$ cat src/logic/pcl_pkg.sv
// constants shared by the parallel configuration loader
package pcl_pkg;

  // ---------------------------------------------------------------
  // register map
  // ---------------------------------------------------------------
  localparam logic [7:0] PCL_CTRL_OFS   = 8'h00;
  localparam logic [7:0] PCL_LEN_OFS    = 8'h04;
  localparam logic [7:0] PCL_STAT_OFS   = 8'h08;
  localparam logic [7:0] PCL_WORD_OFS   = 8'h0c;
  localparam logic [7:0] PCL_CNT_OFS    = 8'h10;
  localparam logic [7:0] PCL_UOUT_OFS   = 8'h14;
  localparam logic [7:0] PCL_UOE_OFS    = 8'h18;

  // ctrl field positions
  localparam int PCL_CTRL_WID_LSB  = 0;
  localparam int PCL_CTRL_DECOMP   = 2;
  localparam int PCL_CTRL_DECRYPT  = 3;
  localparam int PCL_CTRL_INITEN   = 4;
  localparam int PCL_CTRL_USERCLK  = 5;

  // reset values
  localparam logic [5:0]  PCL_CTRL_RST = 6'h00;
  localparam logic [31:0] PCL_LEN_RST  = 32'h0000_0001;

  // scheme width codes
  localparam logic [1:0] PCL_W8  = 2'h0;
  localparam logic [1:0] PCL_W16 = 2'h1;
  localparam logic [1:0] PCL_W32 = 2'h2;

  // ---------------------------------------------------------------
  // timing
  // ---------------------------------------------------------------
  localparam int PCL_CLK_NS          = 25;
  localparam int PCL_REQ_LOW_MAX_NS  = 600;
  localparam int PCL_STATUS_MIN_US   = 268;
  localparam int PCL_STATUS_MAX_US   = 1506;
  localparam int PCL_INIT_MIN_US     = 175;
  localparam int PCL_INIT_MAX_US     = 437;
  localparam int PCL_CCLK_MIN_NS     = 10;
  localparam int PCL_USER_EN_PERIODS = 4;
  localparam int PCL_USER_INIT_EDGES = 8576;
  localparam int PCL_DONE_FALLS      = 2;

  localparam int PCL_STATUS_CYC =
    (PCL_STATUS_MIN_US * 1000 + PCL_CLK_NS - 1) / PCL_CLK_NS;
  localparam int PCL_INIT_CYC =
    (PCL_INIT_MIN_US * 1000 + PCL_CLK_NS - 1) / PCL_CLK_NS;
  localparam int PCL_USER_EN_CYC =
    (PCL_USER_EN_PERIODS * PCL_CCLK_MIN_NS + PCL_CLK_NS - 1) / PCL_CLK_NS;

  typedef enum logic [2:0] {
    PCL_ST_POR, PCL_ST_RESET, PCL_ST_WAIT, PCL_ST_LOAD,
    PCL_ST_DONE, PCL_ST_INITDLY, PCL_ST_INIT, PCL_ST_USER
  } pcl_state_e;

endpackage

$ cat src/logic/pcl_sync.sv
// two-flop synchroniser with edge detection
`timescale 1ns/1ps
`default_nettype none
module pcl_sync #(
  parameter int W = 1
) (
  // clock and reset
  input  wire logic         pclk,
  input  wire logic         presetn,
  // async input and synced result
  input  wire logic [W-1:0] d,
  output logic      [W-1:0] q,
  output logic      [W-1:0] rise,
  output logic      [W-1:0] fall
);
  logic [W-1:0] meta;
  logic [W-1:0] prev;

  always_ff @(posedge pclk or negedge presetn) begin
    if (!presetn) begin
      meta <= '0;
      q    <= '0;
      prev <= '0;
    end else begin
      meta <= d;
      q    <= meta;
      prev <= q;
    end
  end

  // edges come from the second and third flops only
  assign rise = q & ~prev;
  assign fall = ~q & prev;
endmodule
`default_nettype wire

$ cat src/logic/pcl_loader.sv
// parallel configuration load port, device side, with apb registers
//
// Behaviour
// 8-bit ratio 1, 2 when decompressing
// 16-bit ratio 1, 2 decrypting, 4 decompressing
// 32-bit ratio 1, 4 decrypting, 8 decompressing
// host clocks ratio times word rate
// host clocks ratio-1 more after last word
// 16-bit uses lines 15..0, 8-bit 7..0
// words captured on config clock rising edge
// user mode lines high; request low reconfigures
// status held low for power-on delay
// done low from power-up through load
// done released only after complete image
// host gives two falling edges after done
// config clock ignored after configuration
// init-complete output low until initialisation ends
// data lines become user pins afterwards
// done and status low within 600 ns
// host holds request low two microseconds
// status low 268 to 1506 microseconds
// host waits before first clock edge
// host clock limited to 125/100 MHz
// internal oscillator init 175..437 microseconds
// user clock init after 4 periods, 8576 cycles
// host may pause clock low, data first
// host holds each word ratio edges
// status low during load means restart
//
// The address map and the APB register port were chosen for this implementation.
`timescale 1ns/1ps
`default_nettype none
module pcl_loader
  import pcl_pkg::*;
#(
  parameter int POR_CYC    = PCL_STATUS_CYC,
  parameter int STATUS_CYC = PCL_STATUS_CYC,
  parameter int INIT_CYC   = PCL_INIT_CYC
) (
  // clock and reset
  input  wire logic        pclk,
  input  wire logic        presetn,
  // apb slave
  input  wire logic [7:0]  paddr,
  input  wire logic        psel,
  input  wire logic        penable,
  input  wire logic        pwrite,
  input  wire logic [31:0] pwdata,
  output logic      [31:0] prdata,
  output logic             pready,
  output logic             pslverr,
  // configuration pins
  input  wire logic        config_request_n,
  input  wire logic        config_clock,
  input  wire logic        user_init_clock,
  input  wire logic [31:0] data_in,
  output logic      [31:0] data_out,
  output logic      [31:0] data_oe,
  output logic             status_out,
  output logic             status_oe,
  output logic             done_out,
  output logic             done_oe,
  output logic             init_done_out,
  output logic             init_done_oe
);

  // ---------------------------------------------------------------
  // pin synchronisers
  // ---------------------------------------------------------------
  logic        req_q;
  logic        cclk_rise;
  logic        cclk_fall;
  logic        uclk_rise;
  logic [31:0] data_q;

  pcl_sync #(.W(1)) u_req (.pclk(pclk), .presetn(presetn),
    .d(config_request_n), .q(req_q), .rise(), .fall());
  pcl_sync #(.W(1)) u_cclk (.pclk(pclk), .presetn(presetn),
    .d(config_clock), .q(), .rise(cclk_rise), .fall(cclk_fall));
  pcl_sync #(.W(1)) u_uclk (.pclk(pclk), .presetn(presetn),
    .d(user_init_clock), .q(), .rise(uclk_rise), .fall());
  // data pins delayed like the clock so a word lines up with its edge
  pcl_sync #(.W(32)) u_data (.pclk(pclk), .presetn(presetn),
    .d(data_in), .q(data_q), .rise(), .fall());

  // ---------------------------------------------------------------
  // registers
  // ---------------------------------------------------------------
  logic [5:0]  ctrl;
  logic [31:0] img_len;
  logic [31:0] user_out;
  logic [31:0] user_oe;
  logic [5:0]  next_ctrl;
  logic [31:0] next_img_len;
  logic [31:0] next_user_out;
  logic [31:0] next_user_oe;
  logic        wr_en;
  logic        mapped;

  pcl_state_e  state;
  pcl_state_e  next_state;
  logic [16:0] cnt;
  logic [16:0] next_cnt;
  logic [2:0]  phase;
  logic [2:0]  next_phase;
  logic [31:0] words;
  logic [31:0] next_words;
  logic [31:0] word;
  logic [31:0] next_word;
  logic [1:0]  falls;
  logic [1:0]  next_falls;
  logic [3:0]  ratio;
  logic [31:0] lane_mask;

  assign wr_en  = psel && penable && pwrite;
  assign pready = 1'b1;
  assign mapped = (paddr == PCL_CTRL_OFS) || (paddr == PCL_LEN_OFS) ||
                  (paddr == PCL_STAT_OFS) || (paddr == PCL_WORD_OFS) ||
                  (paddr == PCL_CNT_OFS)  || (paddr == PCL_UOUT_OFS) ||
                  (paddr == PCL_UOE_OFS);
  assign pslverr = psel && penable && !mapped;

  always_comb begin
    next_ctrl     = ctrl;
    next_img_len  = img_len;
    next_user_out = user_out;
    next_user_oe  = user_oe;
    if (wr_en) begin
      case (paddr)
        PCL_CTRL_OFS: next_ctrl     = pwdata[5:0];
        PCL_LEN_OFS:  next_img_len  = pwdata;
        PCL_UOUT_OFS: next_user_out = pwdata;
        PCL_UOE_OFS:  next_user_oe  = pwdata;
        default:      next_ctrl     = ctrl;
      endcase
    end
  end

  always_ff @(posedge pclk or negedge presetn) begin
    if (!presetn) begin
      ctrl     <= PCL_CTRL_RST;
      img_len  <= PCL_LEN_RST;
      user_out <= '0;
      user_oe  <= '0;
    end else begin
      ctrl     <= next_ctrl;
      img_len  <= next_img_len;
      user_out <= next_user_out;
      user_oe  <= next_user_oe;
    end
  end

  // read data comes straight from state; reads have no side effect
  always_comb begin
    case (paddr)
      PCL_CTRL_OFS: prdata = {26'h0, ctrl};
      PCL_LEN_OFS:  prdata = img_len;
      PCL_STAT_OFS: prdata = {24'h0, falls, phase, state};
      PCL_WORD_OFS: prdata = word;
      PCL_CNT_OFS:  prdata = words;
      PCL_UOUT_OFS: prdata = user_out;
      PCL_UOE_OFS:  prdata = user_oe;
      default:      prdata = 32'h0;
    endcase
  end

  // ---------------------------------------------------------------
  // ratio and lane selection
  // ---------------------------------------------------------------
  always_comb begin
    case (ctrl[PCL_CTRL_WID_LSB +: 2])
      PCL_W8: begin
        ratio     = ctrl[PCL_CTRL_DECOMP] ? 4'h2 : 4'h1;
        lane_mask = 32'h0000_00ff;
      end
      PCL_W16: begin
        ratio     = ctrl[PCL_CTRL_DECOMP]  ? 4'h4 :
                    ctrl[PCL_CTRL_DECRYPT] ? 4'h2 : 4'h1;
        lane_mask = 32'h0000_ffff;
      end
      default: begin
        ratio     = ctrl[PCL_CTRL_DECOMP]  ? 4'h8 :
                    ctrl[PCL_CTRL_DECRYPT] ? 4'h4 : 4'h1;
        lane_mask = 32'hffff_ffff;
      end
    endcase
  end

  // ---------------------------------------------------------------
  // load sequencer
  // ---------------------------------------------------------------
  always_comb begin
    next_state = state;
    next_cnt   = cnt;
    next_phase = phase;
    next_words = words;
    next_word  = word;
    next_falls = falls;
    case (state)
      PCL_ST_POR: begin
        if (cnt == 17'h0) begin
          next_state = req_q ? PCL_ST_WAIT : PCL_ST_RESET;
        end else begin
          next_cnt = cnt - 17'h1;
        end
      end
      PCL_ST_RESET: begin
        if (req_q) begin
          next_state = PCL_ST_WAIT;
          next_cnt   = STATUS_CYC[16:0];
        end
      end
      PCL_ST_WAIT: begin
        if (cnt == 17'h0) begin
          next_state = PCL_ST_LOAD;
          next_phase = 3'h0;
          next_words = 32'h0;
        end else begin
          next_cnt = cnt - 17'h1;
        end
      end
      PCL_ST_LOAD: begin
        if (cclk_rise) begin
          if (phase == 3'h0) begin
            next_word = data_q & lane_mask;
          end
          // spare edges go to decrypt and inflate
          if (phase == 3'(ratio - 4'h1)) begin
            next_phase = 3'h0;
            next_words = words + 32'h1;
            if (words + 32'h1 == img_len) begin
              next_state = PCL_ST_DONE;
              next_falls = 2'h0;
            end
          end else begin
            next_phase = phase + 3'h1;
          end
        end
      end
      PCL_ST_DONE: begin
        if (cclk_fall) begin
          next_falls = falls + 2'h1;
          if (falls == 2'(PCL_DONE_FALLS - 1)) begin
            if (ctrl[PCL_CTRL_USERCLK]) begin
              next_state = PCL_ST_INITDLY;
              next_cnt   = 17'(PCL_USER_EN_CYC - 1);
            end else begin
              next_state = PCL_ST_INIT;
              next_cnt   = 17'(INIT_CYC - 1);
            end
          end
        end
      end
      PCL_ST_INITDLY: begin
        if (cnt == 17'h0) begin
          next_state = PCL_ST_INIT;
          next_cnt   = 17'(PCL_USER_INIT_EDGES - 1);
        end else begin
          next_cnt = cnt - 17'h1;
        end
      end
      PCL_ST_INIT: begin
        if (!ctrl[PCL_CTRL_USERCLK] || uclk_rise) begin
          if (cnt == 17'h0) begin
            next_state = PCL_ST_USER;
          end else begin
            next_cnt = cnt - 17'h1;
          end
        end
      end
      PCL_ST_USER: begin
        next_state = PCL_ST_USER;
      end
      default: begin
        next_state = PCL_ST_RESET;
      end
    endcase
    // a low request restarts from any state but power-on
    if (!req_q && state != PCL_ST_POR) begin
      next_state = PCL_ST_RESET;
    end
  end

  always_ff @(posedge pclk or negedge presetn) begin
    if (!presetn) begin
      state <= PCL_ST_POR;
      cnt   <= 17'(POR_CYC);
      phase <= 3'h0;
      words <= 32'h0;
      word  <= 32'h0;
      falls <= 2'h0;
    end else begin
      state <= next_state;
      cnt   <= next_cnt;
      phase <= next_phase;
      words <= next_words;
      word  <= next_word;
      falls <= next_falls;
    end
  end

  // ---------------------------------------------------------------
  // pin drivers
  // ---------------------------------------------------------------
  always_ff @(posedge pclk or negedge presetn) begin
    if (!presetn) begin
      status_oe    <= 1'b1;
      done_oe      <= 1'b1;
      init_done_oe <= 1'b0;
      data_out     <= 32'h0;
      data_oe      <= 32'h0;
    end else begin
      status_oe    <= next_state == PCL_ST_POR || next_state == PCL_ST_RESET
                      || next_state == PCL_ST_WAIT;
      done_oe      <= next_state == PCL_ST_POR || next_state == PCL_ST_RESET
                      || next_state == PCL_ST_WAIT
                      || next_state == PCL_ST_LOAD;
      init_done_oe <= ctrl[PCL_CTRL_INITEN] && next_state != PCL_ST_USER
                      && next_state != PCL_ST_POR;
      data_out     <= next_state == PCL_ST_USER ? user_out : 32'h0;
      data_oe      <= next_state == PCL_ST_USER ? user_oe : 32'h0;
    end
  end

  // open-drain pins only ever pull low
  assign status_out    = 1'b0;
  assign done_out      = 1'b0;
  assign init_done_out = 1'b0;
endmodule
`default_nettype wire

$ cat config.mk
export PLATFORM = sky130hd
export DESIGN_NAME = pcl_loader
export DESIGN_NICKNAME = d
export VERILOG_FILES = /design/src/logic/pcl_pkg.sv /design/src/logic/pcl_sync.sv /design/src/logic/pcl_loader.sv
export SDC_FILE = /design/constraint.sdc
export NUM_CORES = 1
export LEC_CHECK = 0
export ABC_AREA = 1
export BUFFER_PORTS_ARGS = -buffer_cell sky130_fd_sc_hd__buf_2
export CORE_UTILIZATION = 45
export CTS_BUF_LIST = sky130_fd_sc_hd__clkbuf_16
export DETAILED_ROUTE_END_ITERATION = 6
export HOLD_SLACK_MARGIN = 0.02
export SETUP_SLACK_MARGIN = 0.15
export SLEW_MARGIN = 20
export SYNTH_ARGS = -nofsm -noshare
export SYNTH_HDL_FRONTEND = slang
export SYNTH_SLANG_ARGS = --single-unit
$ cat constraint.sdc
create_clock -name pclk -period 2.93 [get_ports pclk]
set_input_delay 0.293 -clock pclk [delete_from_list [all_inputs] [get_ports pclk]]
set_output_delay 0.293 -clock pclk [all_outputs]
set_load 0.1 [all_outputs]
==> run metrics <==
status=finished, violations left; failing checks=setup timing; H-tree levels=2; Logic pwr share=~17%; Max-cap violations=0; Max clock buf depth=3; Final nets=2,171; crit-path cells=buf_4, inv_2, nor2_4, nand2_2, nor2_4, buf_4, nand3_1, nand3_1, nand4_1, nor2_2, buf_4, nand4_1, nand2_2, nand3_1, nand4_1, buf_6, clkbuf_16, nor2_4; switching share of power=~29%; Clk Latency, worst-skew pair=about 0.53 ns; initial antenna violation count=0; drt via density=roughly 5.2; switching power=3300 uW; CP required=approximately 3.3 ns; flops & latches, synth=330; critical path class=register to register; Worst Hold Class=primary input to register; DRC errors left=0; n_diodes=0; Cell Pwr Density=between 500 and 600 nW/um^2; final setup fails=7; Routed WL per cell=approximately 17 um; DR vias=approximately 13k; Die Height=about 190 um; period utilization=101%; DP Wirelength=between 30,000 and 40,000 um; EDFF count, synth=0; CTS Sinks=330; worst hold margin=about 0.069 ns; total gr overflow=0; pin count of the biggest net entering global routing=76; chip width=between 150 and 200 um; Worst Setup Start Kind=register; Final ANT Viol Nets=0; Synth cell types=45; DRT iter0 DRCs=between 1k and 1.5k; commonest cells after routing, fill and taps aside=384 x nand2_1, 317 x dfrtp_1, 255 x inv_1, 204 x o21ai_0, 145 x buf_2; P_int=8150 uW; Crit Path Max Fanout=8; Final Util=59.8%; fraction of final layout cells sized beyond drive strength 1=between 20% and 30%; DP Area=17,900 um^2; area added between synthesis and finish=30.8%; fill count=3,000; clk_skew=about 0.023 ns; Clk pwr share=roughly 40%; Flop pwr share=43.4%; most common cell after layout, fill and taps aside=nand2_1; vias in the first global route=between 10k and 15k; CTS tree=built; input/output buffers=around 180; Ports=approximately 180; first-pass GRT wire length=between 70,000 and 80,000 um; Slew HR=~60%; total core area=between 30,000 and 40,000 um^2; Synth Instances=~1.8k; synth warn=0; actual slew at the worst max-slew pin=between 0.6 and 0.7 ns; Total Routing Usage GR=roughly a quarter; Slowest cell on crit path=dfrtp_1; Die ar.=around 35,000 um^2; total power=~11,000 uW; ys flop type=dfrtp_1; final setup margin=-0.0149 ns; WP data arrival=around 3.4 ns; clk slew on worst S/H paths=about 0.06 ns; Initial Utilization=45.7%; Crit. End Element=register; clock root buffer=clkbuf_16; Final Wtd Congestion=0.982; Max Freq=~340 MHz; Final Cell Area=between 20,000 and 25,000 um^2; Avg Cell Area, Syn=between 8 and 9 um^2; crit path time final=around 3 ns; sequential fraction of the synthesis area=roughly 54%; final hold violations=0; RSZ-0062 raised after global routing=yes; peak supply drop=around 0.65 mV; Crit path largest cell delay=0.39 ns; row cnt=67; WL final=approximately 44,000 um; router iterations before antenna repair=5; Final Slew Violations=0; area of the mapped netlist=around 15,000 um^2; static leakage=just over 0.009 uW; fraction of registers with async set/reset=between 90% and 100%; CTS buffer count=36
registers in the layout (all words and copies together) (netlist names), 2 cells and up:
name         flops
cnt             17
ctrl             6
data_oe         32
data_out        32
falls            2
img_len         32
phase            3
state            3
u_data.meta     32
u_data.q        32
user_oe         32
user_out        32
word            32
words           32
path summary, 6_finish.rpt:
check / from / end / slack [ns] / cells after the start
worst max-delay path: words[0] / data_oe[23] / -0.01 / 18
worst min-delay path: pwdata[10] / user_out[10] / 0.07 / 3
worst max register to register: words[0] / data_oe[23] / -0.01 / 18
worst min register to register: u_data.meta[8] / u_data.q[8] / 0.35 / 0
max in group asynchronous: presetn / cnt[7] / 1.76 / 3
min in group asynchronous: presetn / data_out[12] / 0.36 / 2
through the flow:
| stage | cells | setup TNS [ns] | setup slack, ns |
|---|---|---|---|
| floorplan | 1780 | -0.385 | -0.0554 |
| global placement | 2433 | -3.12 | -0.210 |
| detailed placement | 2433 | -2.95 | -0.180 |
| CTS | 2550 | 0 | 0.0733 |
| global route | 2561 | -7.42 | -0.175 |
| finish | 2561 | -0.0811 | -0.0149 |
layout make-up:
class | count | area (um^2) | share of cell area, %
Sequential cell | 330 | 8270 | 41.2
Inverter | 261 | 980 | 4.88
Multi-Input combinational cell | 1125 | 6170 | 30.7
Tap cell | 448 | 561 | 2.79
Clock inverter | 29 | 254 | 1.27
Clock buffer | 37 | 926 | 4.61
Timing Repair Buffer | 331 | 2910 | 14.5
synth_stat cells (2+ instances only):
master     instances  share of area [%]
ha_1               6               0.49
nand3b_1           2              0.098
nand2_4            2               0.15
conb_1             2              0.049
xor2_1            15               0.86
nor2_4            58                4.3
nand2_1          411                 10
dfstp_2            9                1.5
dfrtp_1          321                 52
buf_4              4               0.20
a221oi_1          32                1.8
o2111ai_1          4               0.23
o31ai_1            2              0.098
nor3_1            15               0.49
nor2_2             7               0.29
xnor2_1            2               0.11
nand2_2            5               0.20
buf_12             5               0.65
a21oi_1           12               0.39
clkbuf_1          49                1.2
nand3_1          130                4.2
inv_1            251                6.1
o21ai_1            2              0.065
nand4_1           30                1.2
inv_2              5               0.12
nor2_1           114                2.8
o21ai_0          228                7.4
buf_2              5               0.16
o211ai_1           3               0.15
clkinv_1           5               0.12
nor4_1             6               0.24
o22ai_1           23               0.94
critical path: cells and delay by family (launching register included):
| kind | cells | cell delay [ns] |
|---|---|---|
| and+or+nand+nor | 12 | 1.56 |
| DFF | 1 | 0.39 |
| buffers and inverters | 6 | 0.88 |
per-layer routing:
layer | part of all wire, % | up-vias | track usage (%) | routed length [um]
li1 | - | 6356 | - | -
met1 | 44 | 6397 | 34.5 | 19300
met2 | 47 | 425 | 42.7 | 21100
met3 | 5.8 | 80 | 3.95 | 2560
met4 | 3.3 | 0 | 8.58 | 1460
met5 | 0 | - | 0 | 0
timing repair:
item / 4_1_cts / 5_1_grt
hold endpoints to repair: 105 / 0
gates cloned: 0 / 3
setup buffers: 15 / 8
resized for setup: 39 / 62
hold buffers: 36 / 0
pin swaps: 20 / 28
endpoints found under the setup margin: 65 / 101
power groups by stage:
stage / combinational, uW / sequential (uW) / clock [uW]
after floorplan: 1020 / 5060 / 0
after global placement: 1670 / 5040 / 0
after detailed placement: 1690 / 5050 / 0
after CTS: 1780 / 4970 / 4640
after global routing: 2130 / 5000 / 4820
final: 1930 / 4970 / 4540
cell families (layout without fill, tap and decap cells):
logic type | Yosys count | in the layout | share of synthesized area (%)
AO/OA/AOI/OAI | 315 | 315 | 11.6
buffers and inverters | 325 | 658 | 8.67
XOR/XNOR | 17 | 17 | 0.971
other | 2 | 4 | 0.0490
AND/OR/NAND/NOR | 783 | 783 | 24.3
adder cells (fa/ha/maj) | 6 | 6 | 0.489
flip-flops | 330 | 330 | 53.9
Note: power is estimated with default switching activity, not from simulation.
